<file path="config.mk">
export PLATFORM = sky130hd
export DESIGN_NAME = bbo_execute
export DESIGN_NICKNAME = d
export VERILOG_FILES = /design/src/core/bbo_pkg.sv /design/src/core/bbo_alu.sv /design/src/core/bbo_execute.sv
export SDC_FILE = /design/constraint.sdc
export NUM_CORES = 1
export LEC_CHECK = 0
export ABC_AREA = 1
export BUFFER_PORTS_ARGS = -buffer_cell sky130_fd_sc_hd__clkbuf_2
export CAP_MARGIN = 40
export CORE_UTILIZATION = 56
export CTS_BUF_LIST = sky130_fd_sc_hd__clkbuf_2 sky130_fd_sc_hd__clkbuf_4 sky130_fd_sc_hd__clkbuf_8
export DETAILED_ROUTE_END_ITERATION = 6
export GPL_TIMING_DRIVEN = 0
export PLACE_DENSITY = 0.89
export SYNTH_ARGS = -nofsm -noshare
export SYNTH_HDL_FRONTEND = slang
export SYNTH_HIERARCHICAL = 1
export SYNTH_SLANG_ARGS = --single-unit
export TNS_END_PERCENT = 100
</file>
<file path="constraint.sdc">
create_clock -name aclk -period 5.09 [get_ports aclk]
set_input_delay 0 -clock aclk [delete_from_list [all_inputs] [get_ports aclk]]
set_output_delay 0 -clock aclk [all_outputs]
set_load 0.02 [all_outputs]
</file>
<file path="src/core/bbo_pkg.sv">
// shared types and constants for the byte/bit execute block
`default_nettype none
package bbo_pkg;
  // ****************************************
  // widths
  // ****************************************
  localparam int DW  = 8;
  localparam int FAW = 7;
  localparam int BW  = 3;
  localparam int AW  = 4;
  localparam int XW  = 32;
  localparam int CW  = 16;

  // ****************************************
  // operations
  // ****************************************
  typedef enum logic [3:0] {
    BBO_NOP,
    BBO_ADD_IMMEDIATE_ACC,
    BBO_ADD_ACC_FILE,
    BBO_AND_IMMEDIATE_ACC,
    BBO_AND_ACC_FILE,
    BBO_BIT_CLEAR_OP,
    BBO_BIT_SET_OP,
    BBO_TEST_BIT_SKIP_CLEAR,
    BBO_TEST_BIT_SKIP_SET,
    BBO_WATCHDOG_KICK
  } bbo_op_t;

  typedef struct packed {
    bbo_op_t          op;
    logic [FAW-1:0]   faddr;
    logic [BW-1:0]    bsel;
    logic             dest_file;
    logic [DW-1:0]    imm;
    logic [DW-1:0]    fdata;
  } bbo_instr_t;

  typedef struct packed {
    logic c;
    logic nibble_overflow_bit;
    logic z;
  } bbo_flags_t;

  // ****************************************
  // register map
  // ****************************************
  localparam logic [AW-1:0] ADDR_CTRL    = 4'h0;
  localparam logic [AW-1:0] ADDR_STATUS  = 4'h4;
  localparam logic [AW-1:0] ADDR_SKIPCNT = 4'h8;
  localparam int CTRL_EN_BIT   = 0;
  localparam int ST_ACC_LSB    = 0;
  localparam int ST_C_BIT      = 8;
  localparam int ST_NOV_BIT    = 9;
  localparam int ST_Z_BIT      = 10;
  localparam int ST_TO_BIT     = 11;
  localparam int ST_PD_BIT     = 12;
  localparam int ST_SKIP_BIT   = 13;
  localparam logic       CTRL_EN_RST = 1'b1;
  localparam logic [1:0] RESP_OKAY   = 2'h0;
  localparam logic [1:0] RESP_SLVERR = 2'h2;
  localparam int CARRY_BIT  = 8;
  localparam int NIBBLE_W   = 4;
endpackage
`default_nettype wire

</file>
<file path="src/core/bbo_alu.sv">
// combinational result and flag logic of the execute block
`default_nettype none
module bbo_alu (
  input  wire bbo_pkg::bbo_op_t        op,
  input  wire logic [bbo_pkg::DW-1:0]  acc,
  input  wire logic [bbo_pkg::DW-1:0]  opnd,
  input  wire logic [bbo_pkg::BW-1:0]  bsel,
  output logic [bbo_pkg::DW-1:0]       result,
  output logic                         carry,
  output logic                         nibble_carry,
  output logic                         zero
);
  // ****************************************
  // bit mask decode
  // ****************************************
  function automatic logic [bbo_pkg::DW-1:0] bit_mask(
    input logic [bbo_pkg::BW-1:0] b);
    bit_mask = bbo_pkg::DW'(1) << b;
  endfunction

  logic [bbo_pkg::DW:0]       sum;
  logic [bbo_pkg::NIBBLE_W:0] nsum;

  always_comb begin
    sum  = {1'b0, acc} + {1'b0, opnd};
    nsum = {1'b0, acc[bbo_pkg::NIBBLE_W-1:0]}
         + {1'b0, opnd[bbo_pkg::NIBBLE_W-1:0]};
    case (op)
      bbo_pkg::BBO_ADD_IMMEDIATE_ACC,
      bbo_pkg::BBO_ADD_ACC_FILE: result = sum[bbo_pkg::DW-1:0];
      bbo_pkg::BBO_AND_IMMEDIATE_ACC,
      bbo_pkg::BBO_AND_ACC_FILE: result = acc & opnd;
      bbo_pkg::BBO_BIT_CLEAR_OP: result = opnd & ~bit_mask(bsel);
      bbo_pkg::BBO_BIT_SET_OP:   result = opnd | bit_mask(bsel);
      default:                   result = opnd;
    endcase
    carry        = sum[bbo_pkg::CARRY_BIT];
    nibble_carry = nsum[bbo_pkg::NIBBLE_W];
    zero         = (result == '0);
  end
endmodule
`default_nettype wire

</file>
<file path="src/core/bbo_execute.sv">
// byte and bit operation execute stage with AXI4-Lite status port
// Notes on behaviour
// - add-immediate sums acc and an 8-bit literal into acc, with C, DC, Z.
// - add-acc-file adds acc to a file register; dest 0 to acc, 1 to file.
// - and-immediate ANDs acc with a literal into acc, touching only Z.
// - and-acc-file ANDs acc with a file register to acc or file, only Z.
// - bit-clear forces the chosen bit of the file register low, no flags.
// - bit-set forces the chosen bit of the file register high, no flags.
// - skip-if-clear discards the next instruction when the bit is zero.
// - skip-if-set discards the next instruction when the bit is one.
// - watchdog kick loads the watchdog counter with zero.
// - watchdog kick also clears the watchdog prescaler.
// - watchdog kick sets the timeout and powerdown status bits to one.
`default_nettype none
module bbo_execute (
  input  wire logic                       aclk,
  input  wire logic                       aresetn,
  input  wire logic                       issue_valid,
  input  wire bbo_pkg::bbo_instr_t        instr,
  input  wire logic                       timeout_evt,
  input  wire logic                       sleep_evt,
  output var  logic                       file_we,
  output var  logic [bbo_pkg::FAW-1:0]    file_waddr,
  output var  logic [bbo_pkg::DW-1:0]     file_wdata,
  output var  logic [bbo_pkg::DW-1:0]     acc,
  output var  bbo_pkg::bbo_flags_t        flags,
  output var  logic                       timeout_n,
  output var  logic                       powerdown_n,
  output var  logic                       wdt_clear,
  output var  logic                       skip_taken,
  input  wire logic [bbo_pkg::AW-1:0]     s_axi_awaddr,
  input  wire logic                       s_axi_awvalid,
  output var  logic                       s_axi_awready,
  input  wire logic [bbo_pkg::XW-1:0]     s_axi_wdata,
  input  wire logic [3:0]                 s_axi_wstrb,
  input  wire logic                       s_axi_wvalid,
  output var  logic                       s_axi_wready,
  output var  logic [1:0]                 s_axi_bresp,
  output var  logic                       s_axi_bvalid,
  input  wire logic                       s_axi_bready,
  input  wire logic [bbo_pkg::AW-1:0]     s_axi_araddr,
  input  wire logic                       s_axi_arvalid,
  output var  logic                       s_axi_arready,
  output var  logic [bbo_pkg::XW-1:0]     s_axi_rdata,
  output var  logic [1:0]                 s_axi_rresp,
  output var  logic                       s_axi_rvalid,
  input  wire logic                       s_axi_rready
);
  // ****************************************
  // issue and operand select
  // ****************************************
  logic                      ctrl_en_reg;
  logic [bbo_pkg::CW-1:0]    skip_cnt_reg;
  logic                      take;
  logic                      squash;
  logic                      is_add;
  logic                      is_and;
  logic                      imm_op;
  logic                      tbit;
  logic [bbo_pkg::DW-1:0]    opnd;
  logic [bbo_pkg::DW-1:0]    res;
  logic                      c_n;
  logic                      dc_n;
  logic                      z_n;

  assign take   = issue_valid && ctrl_en_reg && !skip_taken;
  assign squash = issue_valid && skip_taken;
  assign is_add = instr.op == bbo_pkg::BBO_ADD_IMMEDIATE_ACC
               || instr.op == bbo_pkg::BBO_ADD_ACC_FILE;
  assign is_and = instr.op == bbo_pkg::BBO_AND_IMMEDIATE_ACC
               || instr.op == bbo_pkg::BBO_AND_ACC_FILE;
  assign imm_op = instr.op == bbo_pkg::BBO_ADD_IMMEDIATE_ACC
               || instr.op == bbo_pkg::BBO_AND_IMMEDIATE_ACC;
  assign opnd   = imm_op ? instr.imm : instr.fdata;
  assign tbit   = instr.fdata[instr.bsel];

  bbo_alu u_alu (
    .op           (instr.op),
    .acc          (acc),
    .opnd         (opnd),
    .bsel         (instr.bsel),
    .result       (res),
    .carry        (c_n),
    .nibble_carry (dc_n),
    .zero         (z_n)
  );

  // ****************************************
  // accumulator
  // ****************************************
  always_ff @(posedge aclk) begin
    if (!aresetn) begin
      acc <= '0;
    end else if (take && (imm_op || ((is_add || is_and)
                 && !instr.dest_file))) begin
      acc <= res;
    end
  end

  // ****************************************
  // file register write port
  // ****************************************
  always_ff @(posedge aclk) begin
    if (!aresetn) begin
      file_we    <= 1'b0;
      file_waddr <= '0;
      file_wdata <= '0;
    end else begin
      file_we    <= take && (((instr.op == bbo_pkg::BBO_ADD_ACC_FILE
                    || instr.op == bbo_pkg::BBO_AND_ACC_FILE)
                    && instr.dest_file)
                    || instr.op == bbo_pkg::BBO_BIT_CLEAR_OP
                    || instr.op == bbo_pkg::BBO_BIT_SET_OP);
      file_waddr <= instr.faddr;
      file_wdata <= res;
    end
  end

  // ****************************************
  // arithmetic flags
  // ****************************************
  always_ff @(posedge aclk) begin
    if (!aresetn) begin
      flags <= '0;
    end else if (take && is_add) begin
      flags.c                   <= c_n;
      flags.nibble_overflow_bit <= dc_n;
      flags.z                   <= z_n;
    end else if (take && is_and) begin
      flags.z <= z_n;
    end
  end

  // ****************************************
  // conditional skip
  // ****************************************
  always_ff @(posedge aclk) begin
    if (!aresetn) begin
      skip_taken <= 1'b0;
    end else if (take) begin
      skip_taken <= (instr.op == bbo_pkg::BBO_TEST_BIT_SKIP_CLEAR && !tbit)
                 || (instr.op == bbo_pkg::BBO_TEST_BIT_SKIP_SET && tbit);
    end else if (squash) begin
      skip_taken <= 1'b0;
    end
  end

  // ****************************************
  // watchdog kick and status bits
  // ****************************************
  always_ff @(posedge aclk) begin
    if (!aresetn) begin
      wdt_clear <= 1'b0;
    end else begin
      wdt_clear <= take && instr.op == bbo_pkg::BBO_WATCHDOG_KICK;
    end
  end

  always_ff @(posedge aclk) begin
    if (!aresetn) begin
      timeout_n   <= 1'b1;
      powerdown_n <= 1'b1;
    end else if (take && instr.op == bbo_pkg::BBO_WATCHDOG_KICK) begin
      timeout_n   <= 1'b1;
      powerdown_n <= 1'b1;
    end else begin
      if (timeout_evt) timeout_n <= 1'b0;
      if (sleep_evt) powerdown_n <= 1'b0;
    end
  end

  // ****************************************
  // axi4-lite write channel
  // ****************************************
  logic                     aw_got_reg;
  logic                     w_got_reg;
  logic [bbo_pkg::AW-1:0]   awaddr_reg;
  logic [bbo_pkg::XW-1:0]   wdata_reg;
  logic                     wstrb0_reg;
  logic                     wr_go;

  assign wr_go = aw_got_reg && w_got_reg && !s_axi_bvalid;

  always_ff @(posedge aclk) begin
    if (!aresetn) begin
      aw_got_reg    <= 1'b0;
      s_axi_awready <= 1'b1;
      awaddr_reg    <= '0;
    end else if (s_axi_awvalid && s_axi_awready) begin
      aw_got_reg    <= 1'b1;
      s_axi_awready <= 1'b0;
      awaddr_reg    <= s_axi_awaddr;
    end else if (s_axi_bvalid && s_axi_bready) begin
      aw_got_reg    <= 1'b0;
      s_axi_awready <= 1'b1;
    end
  end

  always_ff @(posedge aclk) begin
    if (!aresetn) begin
      w_got_reg    <= 1'b0;
      s_axi_wready <= 1'b1;
      wdata_reg    <= '0;
      wstrb0_reg   <= 1'b0;
    end else if (s_axi_wvalid && s_axi_wready) begin
      w_got_reg    <= 1'b1;
      s_axi_wready <= 1'b0;
      wdata_reg    <= s_axi_wdata;
      wstrb0_reg   <= s_axi_wstrb[0];
    end else if (s_axi_bvalid && s_axi_bready) begin
      w_got_reg    <= 1'b0;
      s_axi_wready <= 1'b1;
    end
  end

  always_ff @(posedge aclk) begin
    if (!aresetn) begin
      s_axi_bvalid <= 1'b0;
      s_axi_bresp  <= bbo_pkg::RESP_OKAY;
    end else if (wr_go) begin
      s_axi_bvalid <= 1'b1;
      s_axi_bresp  <= (awaddr_reg == bbo_pkg::ADDR_CTRL
                    || awaddr_reg == bbo_pkg::ADDR_SKIPCNT)
                    ? bbo_pkg::RESP_OKAY : bbo_pkg::RESP_SLVERR;
    end else if (s_axi_bready) begin
      s_axi_bvalid <= 1'b0;
    end
  end

  always_ff @(posedge aclk) begin
    if (!aresetn) begin
      ctrl_en_reg <= bbo_pkg::CTRL_EN_RST;
    end else if (wr_go && wstrb0_reg
                 && awaddr_reg == bbo_pkg::ADDR_CTRL) begin
      ctrl_en_reg <= wdata_reg[bbo_pkg::CTRL_EN_BIT];
    end
  end

  // count of discarded instructions; a discard in the same cycle as a clear leaves a count of one
  always_ff @(posedge aclk) begin
    if (!aresetn) begin
      skip_cnt_reg <= '0;
    end else if (wr_go && awaddr_reg == bbo_pkg::ADDR_SKIPCNT) begin
      skip_cnt_reg <= squash ? bbo_pkg::CW'(1) : '0;
    end else if (squash) begin
      skip_cnt_reg <= skip_cnt_reg + bbo_pkg::CW'(1);
    end
  end

  // ****************************************
  // axi4-lite read channel
  // ****************************************
  function automatic logic [bbo_pkg::XW-1:0] status_word();
    logic [bbo_pkg::XW-1:0] w;
    w = '0;
    w[bbo_pkg::ST_ACC_LSB +: bbo_pkg::DW] = acc;
    w[bbo_pkg::ST_C_BIT]    = flags.c;
    w[bbo_pkg::ST_NOV_BIT]  = flags.nibble_overflow_bit;
    w[bbo_pkg::ST_Z_BIT]    = flags.z;
    w[bbo_pkg::ST_TO_BIT]   = timeout_n;
    w[bbo_pkg::ST_PD_BIT]   = powerdown_n;
    w[bbo_pkg::ST_SKIP_BIT] = skip_taken;
    return w;
  endfunction

  always_ff @(posedge aclk) begin
    if (!aresetn) begin
      s_axi_arready <= 1'b1;
      s_axi_rvalid  <= 1'b0;
      s_axi_rdata   <= '0;
      s_axi_rresp   <= bbo_pkg::RESP_OKAY;
    end else if (s_axi_arvalid && s_axi_arready) begin
      s_axi_arready <= 1'b0;
      s_axi_rvalid  <= 1'b1;
      s_axi_rresp   <= bbo_pkg::RESP_OKAY;
      case (s_axi_araddr)
        bbo_pkg::ADDR_CTRL:    s_axi_rdata <= bbo_pkg::XW'(ctrl_en_reg);
        bbo_pkg::ADDR_STATUS:  s_axi_rdata <= status_word();
        bbo_pkg::ADDR_SKIPCNT: s_axi_rdata <= bbo_pkg::XW'(skip_cnt_reg);
        default: begin
          s_axi_rdata <= '0;
          s_axi_rresp <= bbo_pkg::RESP_SLVERR;
        end
      endcase
    end else if (s_axi_rvalid && s_axi_rready) begin
      s_axi_rvalid  <= 1'b0;
      s_axi_arready <= 1'b1;
    end
  end

  logic [bbo_pkg::DW:0] chk_sum;
  assign chk_sum = {1'b0, acc} + {1'b0, opnd};
endmodule
`default_nettype wire

</file>
; ---- Word-level counts from Yosys, hierarchy flattened
; Cells that the tools add are included.
[totals]
ff_bits = 97
in_bits = 85
word_cells = 124
[classes]
add_sub_neg = 3
n_lt_le_gt_ge = 1
eq_ne = 12
n_shift = 1
muxes = 26
bitwise_logic = 5
n_reduce_logical = 50
[ops]
columns = operator, n
row1 = 16-bit case mux with 3 select lines, 1
row2 = 16-bit two-way mux, 2
row3 = 8-bit case mux with 4 select lines, 1
row4 = 1-bit logical AND, 22
row5 = 4-bit by 3-bit == test with 1-bit output (second input constant), 5
row6 = 1-bit two-way mux, 18
row7 = 16-bit by 1-bit adder with 16-bit output (second input constant), 1
row8 = 8-bit bitwise AND, 2
row9 = 4-bit == test (second input constant), 4
row10 = 2-bit nonzero test, 7
row11 = 1-bit logical OR, 10
row12 = 8-bit by 8-bit adder with 9-bit output, 1
row13 = 4-bit by 2-bit == test with 1-bit output (second input constant), 2
row14 = 4-bit zero test, 2
row15 = 8-bit zero test, 1
row16 = 8-bit two-way mux, 1
row17 = 8-bit inverter, 1
row18 = 8-bit bitwise OR, 1
row19 = 1-bit by 3-bit left shift with 8-bit output (first input constant), 1
row20 = 2-bit OR reduction, 3
row21 = 4-bit by 4-bit adder with 5-bit output, 1
row22 = 4-bit by 1-bit == test with 1-bit output (second input constant), 1
row23 = 1-bit zero test, 4
row24 = 3-bit by 4-bit < comparator with 1-bit output (second input constant), 1
row25 = 4 further kinds, 5

; ---- Logic depth before layout (Yosys ltp)
; Gate-level depths: netlist of run 1.
[logic_depth]
ltp_word = 8
depth_mapped = 19

; ---- Hierarchy
; The synthesis of run 1 kept the hierarchy.
[by_module_without_submodules]
columns = module, n_inst, cells_per_inst, area_each_um2
row1 = bbo_execute, 1, 496, 3477.1
row2 = bbo_alu, 1, 180, 909.6

; ---- Least setup slack after synthesis of run 1
; OpenSTA, ideal clock, no wires.
[synth_path]
path_kind = input port to flip-flop
start = input port instr[30] in the netlist's numbering
end = register flags[0] in the netlist's numbering
setup_ns = 0.118
t_arrival_ns = 2.168
required_time_ns = 4.972
setup_slack_ns = 2.804
stages = 17
cell_sequence = nor3_2 nand2_1 o21ai_0 ha_1 inv_1 fa_1 nand3b_1 nand2_1 nand2_1 nand3b_1 nand3_1 nand2_1 nor2_1 nand2_1 nor2_1 nor3_1 nor2_1
[synth_via]
elab_chain_len = 8
word_cells_on_any_way = 23
cone_classes = add/sub: 1 / eq/ne: 6 / mux: 4 / bitwise: 3 / reduce/logical: 9
[synth_lines]
columns = item, line_no
row1 = from (decl), bbo_execute.sv:19  ; input wire bbo_pkg::bbo_instr_t instr,
row2 = 4-bit by 1-bit == test with 1-bit output / 4-bit by 2-bit == test with 1-bit output (equally long branches), "bbo_execute.sv:72, bbo_execute.sv:73"
row3 = 1-bit logical OR *, bbo_execute.sv:73  ; || instr.op == bbo_pkg::BBO_AND_IMMEDIATE_ACC;
row4 = 8-bit two-way mux *, bbo_execute.sv:74  ; assign opnd = imm_op ? instr.imm : instr.fdata;
row5 = via opnd (one bit), bbo_execute.sv:60  ; logic [bbo_pkg::DW-1:0] opnd;
row6 = 8-bit by 8-bit adder with 9-bit output *, n/a
row7 = 8-bit case mux with 4 select lines *, bbo_alu.sv:28  ; case (op)
row8 = via res (one bit), bbo_execute.sv:61  ; logic [bbo_pkg::DW-1:0] res;
row9 = 8-bit zero test *, bbo_alu.sv:39  ; zero = (result == '0);
row10 = via z_n, bbo_execute.sv:64  ; logic z_n;
row11 = 1-bit two-way mux, bbo_execute.sv:129  ; end else if (take && is_and) begin
row12 = 1-bit two-way mux *, bbo_execute.sv:125  ; end else if (take && is_add) begin
row13 = to (decl), bbo_execute.sv:26  ; output var bbo_pkg::bbo_flags_t flags,
; The timed path passes the listed nets; every way through them passes the cells marked *. The select of a mux whose other input is x is not followed.
; A chain may end at the register's enable or synchronous reset.

; ---- Worst setup path in the final report of run 1
[layout_path]
start = input port instr[27] in the netlist's numbering
end = register flags[0] in the netlist's numbering
; Same word-level chain as after synthesis.

==> run metrics, run 1 <==
status finished, final reports clean; Mapped Cells roughly 680; drt drc 0; total power draw around 1400 uW; final worst slack 2.35 ns; fill count approximately 590; CTS H-Tree Depth 3; Hold Violations, Final 0; VDD IR max between 200 and 250 uV; P per Cell Area 261 nW/um2; Final #Nets approximately 920; Clock transition at path regs 0.07 ns; Routed Antenna Nets 0; post-synthesis sequential area ratio 0.361; crit path launch type input pin; via/cell ratio 5.25; # clock sinks 79; synthesized area 4390 um2; Slew HR 0.567; CTS tree done; GR peak layer met2; endpoints failing setup 0; Leakage ~0.0028 uW; final-report max-slew violation count 0; detailed-route via count 4886; Max Freq 365 MHz; met1 Use GR 0.418; EDFF count, synth 0; CTS root buffer clkbuf_8; # IOs roughly 160; area delta synth->final 25.7%; WL final roughly 13000 um; Clock Latency Late Sink 0.35 ns; data required time of the worst path approximately 5.4 ns; Yosys cell types 38; row cnt 31; multi-input logic area between 2000 and 2500 um2; GR Layer Usage met3 0.0690; total CTS buffers 9; DIE WIDTH between 90 and 100 um; fin crit share 0.539; Ant. Diodes 0; RePlAce Congestion approximately 0.93; ys flop type dfxtp_1; first-pass GRT wire length 21300 um; WL/cell between 10 and 15 um; CORE AREA 7410 um2; IO buf count 103; FF+latch count, synth 79; Setup TNS Final 0 ns; unrepaired setup endpoints after global routing no; syn_area_per_cell around 6.5 um2; largest net degree at the start of global routing 13; number of max-cap violations 0; crit-path max FO 8; Crit. End Element flip-flop; overall die area between 8000 and 9000 um2; Post-synth ARST share 0; layout cell share with drive strength beyond 1 0.198; DRT Pass-1 Iters 5; Crit Path Class input pin to flip-flop; GRT Resource Usage Total 0.320; DP Worst Slack just over 2 ns; Ys Warns 6; fin crit period 2.74 ns; final clock skew about 0.009 ns; Clock Tree Buf Depth 2; Die H between 90 and 100 um; initial DRC count between 400 and 500; total congestion overflow 0; M2 GR Usage 0.528; Starting Density 0.592; Worst-Margin Slew between 0.6 and 0.7 ns; initial antenna violation count 0; Seq. cell area between 1500 and 2000 um2; DP Wirelength between 9000 and 10000 um; Worst EP arrival slightly above 3 ns; HP Class input pin to flip-flop; vias in the first global route between 4000 and 5000
## final cells by class
| class | count | area share |
|---|---|---|
| Multi-Input combinational cell | 482 | 0.416 |
| Clock inverter | 4 | 0.0127 |
| Clock buffer | 11 | 0.0263 |
| Inverter | 99 | 0.0674 |
| Buffer | 33 | 0.0368 |
| Tap cell | 99 | 0.0225 |
| Sequential cell | 79 | 0.287 |
| Timing Repair Buffer | 124 | 0.132 |
## routing by layer
layer	vias to the layer above	routed length, um
met5	-	0
met4	0	291
met2	247	5830
met3	33	1130
met1	2186	5320
li1	2420	-
## power by group
part	internal, uW	switching [uW]
registers	643	16.8
logic	97.9	178
clock network	291	213
## logic make-up after synthesis
family                   synth area share
XOR/XNOR                          0.00399
AO/OA/AOI/OAI                       0.132
flip-flops                          0.361
AND/OR/NAND/NOR                     0.341
other                            0.000855
buffers and inverters               0.131
adder cells (fa/ha/maj)            0.0302
## per-stage QoR
step | area [um2] | hold slack (ns) | util | cells
5_1_grt | 5520 | 0.0761 | 0.744 | 931
3_3_place_gp | 5090 | 0.184 | 0.687 | 895
3_5_place_dp | 5090 | 0.190 | 0.687 | 895
2_1_floorplan | 4450 | 0.0976 | - | 693
6_report | 5520 | 0.0700 | 0.744 | 931
4_1_cts | 5520 | 0.0654 | 0.744 | 931
## layout by cell type, fill, tap and decap left out, types with 2 or more instances in the layout
cell | netlist | final
nand2_2 | 4 | 4
clkbuf_8 | 0 | 10
clkbuf_2 | 0 | 103
nand3_1 | 54 | 54
nor2_2 | 3 | 3
nor4_1 | 2 | 2
buf_4 | 18 | 18
o21a_1 | 2 | 2
bufinv_16 | 0 | 2
inv_1 | 94 | 94
xor2_1 | 2 | 2
nand4_1 | 8 | 8
conb_1 | 1 | 18
inv_2 | 4 | 4
nand2_4 | 4 | 4
nand2_1 | 186 | 186
a21oi_1 | 51 | 51
nand3b_1 | 5 | 5
or2_2 | 3 | 3
clkbuf_1 | 11 | 11
nor3_1 | 10 | 10
nor2_4 | 2 | 2
dfxtp_1 | 79 | 79
a21o_1 | 2 | 2
o21ai_0 | 46 | 46
buf_2 | 3 | 3
o22ai_1 | 4 | 4
ha_1 | 9 | 9
clkinv_2 | 0 | 2
dlygate4sd3_1 | 0 | 21
nor2_1 | 57 | 57
## final timing paths
path	end	slack, ns	cells past startpoint	start
worst min register to register	s_axi_rdata[5]	0.47	2	s_axi_rdata[5]
worst max-delay path	flags[0]	2.35	20	instr[27]
worst min-delay path	file_we	0.07	3	issue_valid
worst max register to register	flags[0]	2.67	15	acc[0]
## Yosys cell counts, drive strengths merged (2+ instances only)
| cell type | count | area share |
|---|---|---|
| a21oi | 52 | 0.060 |
| nand4 | 8 | 0.011 |
| ha | 9 | 0.026 |
| clkbuf | 11 | 0.0094 |
| nor2 | 62 | 0.058 |
| xor2 | 2 | 0.0040 |
| inv | 98 | 0.084 |
| nand2 | 194 | 0.18 |
| o21a | 2 | 0.0034 |
| o21ai | 47 | 0.054 |
| nand3b | 5 | 0.0086 |
| o22ai | 4 | 0.0057 |
| a21o | 2 | 0.0034 |
| nor3 | 11 | 0.014 |
| dfxtp | 79 | 0.36 |
| or2 | 3 | 0.0043 |
| nor4 | 2 | 0.0029 |
| buf | 22 | 0.037 |
| nand3 | 55 | 0.064 |
## critical path, stage by stage
cell	delay, ns
clkbuf_2	0.17
inv_2	0.07
nor3_2	0.50
nand2_1	0.10
o21ai_0	0.22
ha_1	0.26
inv_1	0.06
fa_1	0.41
nand3b_1	0.20
nand2_1	0.16
nand2_1	0.09
nand2_1	0.08
nand2_1	0.05
nand3_1	0.07
nand2_1	0.11
nor2_1	0.10
nand2_1	0.06
nor2_1	0.14
nor3_1	0.08
nor2_1	0.10
## repair_timing
action,4_1_cts,5_1_grt
resized for setup,0,0
endpoints found under the hold margin,21,0
hold buffers,21,0
setup buffers,0,0
(Power assumes the default switching activity.)
==> inputs of run 2 (changes only) <==
- CORE_UTILIZATION: 56 -> 52
- PLACE_DENSITY: 0.89 -> 0.83
- clock period: 5.09 -> 2.8 ns (I/O delays scaled with it)
==> run 2 against run 1 <==
Sequential share of layout area fell by 0.22 points. Final cell count rose by 0.86%. Clock skew rose by 0.0063 ns.
==> run metrics, run 2 (synthesized netlist as in run 1, its figures left out) <==
status finished, final reports clean; GRT Resource Usage Total 0.296; worst r2r dst flags[0]; HP Class input pin to flip-flop; Setup TNS Final 0 ns; Die H 93.8 um; Worst-Margin Slew 0.592 ns; Crit-path slowest cell fa_1; Ant. Diodes 0; Slew HR 0.601; crit path launch type input pin; critical path's top delay family simple AND/OR/NAND/NOR gates; critical path's most frequent cell nand2_1; DP Wirelength 9180 um; initial DRC count 305; CTS root buffer clkbuf_8; R2R depth 15; crit-path max FO 8; drt drc 0; Leakage roughly 0.0028 uW; Worst R2R Setup Slack about 0.35 ns; row cnt 33; Starting Density 0.537; P per Cell Area around 480 nW/um2; CP cell instances clkbuf_2 > inv_2 > nor3_4 > nand2_1 > o21ai_2 > ha_1 > inv_1 > fa_1 > nand3b_1 > nand2_1 > nand2_1 > nand3_1 > nand2_1 > inv_1 > nand2_1 > nor2_1 > nand2_1 > nor2_2 > nor3_1 > nor2_1; WL final 12600 um; final clock skew between 0.015 and 0.02 ns; vias in the first global route 4453; endpoints failing setup 0; # IOs approximately 160; area delta synth->final 26.7%; Worst EP arrival roughly 2.8 ns; Clock transition at path regs ~0.080 ns; total CTS buffers 9; final-report max-slew violation count 0; via/cell ratio ~5; first-pass GRT wire length 20500 um; WHS Path Cells 3; Hold Violations, Final 0; Clock Latency Late Sink between 0.3 and 0.4 ns; IO buf count between 100 and 150; Crit. End Element flip-flop; data required time of the worst path 3.10 ns; fin area about 5600 um2; DIE WIDTH between 90 and 100 um; VDD IR max between 400 and 500 uV; RePlAce Congestion about 0.97; DRT Pass-1 Iters 5; Max Freq slightly above 400 MHz; WL/cell around 13 um; total congestion overflow 0; Final #Nets slightly above 900; CTS tree done; Reg2Reg Launch Point acc[0]; Post-Place Cell Area between 5000 and 6000 um2; unrepaired setup endpoints after global routing no; CORE AREA 8180 um2; fin crit period about 2.5 ns; CP max stage delay 0.40 ns; layout cell share with drive strength beyond 1 0.203; Min-Delay Endpoint file_we; largest net degree at the start of global routing 15; WP buf/inv 4; fin crit share 0.878; Clock Tree Buf Depth 2; Hold Startpoint issue_valid; commonest non-fill, non-tap cells in the layout nand2_1 (186), clkbuf_2 (103), inv_1 (94), dfxtp_1 (79), nor2_1 (56); initial antenna violation count 0; commonest non-fill, non-tap cell in the layout nand2_1; # clock sinks 79; overall die area 8810 um2; detailed-route via count ~4800; number of max-cap violations 0; Crit Path Class input pin to flip-flop; CTS H-Tree Depth 3; Routed Antenna Nets 0
==> run 2: area by class of cell <==
| type | instances | area (um2) |
|---|---|---|
| Fill cell | 726 | 2620 |
| Multi-Input combinational cell | 482 | 2310 |
| Sequential cell | 79 | 1580 |
| Timing Repair Buffer | 125 | 733 |
| Inverter | 99 | 372 |
| Buffer | 33 | 203 |
| Clock buffer | 10 | 138 |
| Tap cell | 105 | 131 |
| Clock inverter | 6 | 92.6 |
==> run 2: worst min-delay path, cell delays in order <==
cell	delay, ns
clkbuf_2	0.09
nand3_1	0.20
nor3_1	0.08
==> run 2: timing repair <==
action	in CTS	in global routing
gates resized for setup	0	6
buffers inserted	0	1
setup endpoints to repair	0	1
hold endpoints to repair	21	0
hold buffers	21	0
==> run 2: routing by layer <==
layer	track usage	vias up	wire length [um]
met1	0.378	2172	5540
met5	0	-	0
met4	0.0795	0	177
li1	-	2428	-
met2	0.496	199	5930
met3	0.0728	24	929
==> run 2: metrics by stage <==
step | cells | worst slack, ns | total power (uW) | util | hold WS, ns
after floorplan | 693 | 0.514 | 1540 | - | 0.0976
final | 939 | 0.341 | 2670 | 0.680 | 0.0546
after global routing | 939 | 0.0590 | 2790 | 0.680 | 0.0669
after CTS | 938 | 0.102 | 2660 | 0.677 | 0.0489
after global placement | 901 | -0.205 | 1680 | 0.624 | 0.182
after detailed placement | 901 | -0.261 | 1690 | 0.624 | 0.191
==> run 2: worst max-delay path by stage <==
| stage | start | end | slack (ns) | cells after the start |
|---|---|---|---|---|
| floorplan | instr[30] | flags[0] | 0.51 | 17 |
| global route | instr[27] | flags[0] | 0.06 | 20 |
| detailed placement | instr[27] | flags[0] | -0.26 | 20 |
| finish | instr[27] | flags[0] | 0.34 | 20 |
| global placement | instr[27] | flags[0] | -0.20 | 20 |
| CTS | instr[27] | flags[0] | 0.10 | 20 |
==> run 2: where the power goes <==
part | leakage, uW | internal (uW) | switching [uW] | total, uW
clock network | 0.000109 | 531 | 437 | 968
registers | 0.000646 | 1170 | 30.2 | 1200
logic | 0.00208 | 180 | 324 | 504
total | 0.00283 | 1880 | 792 | 2670
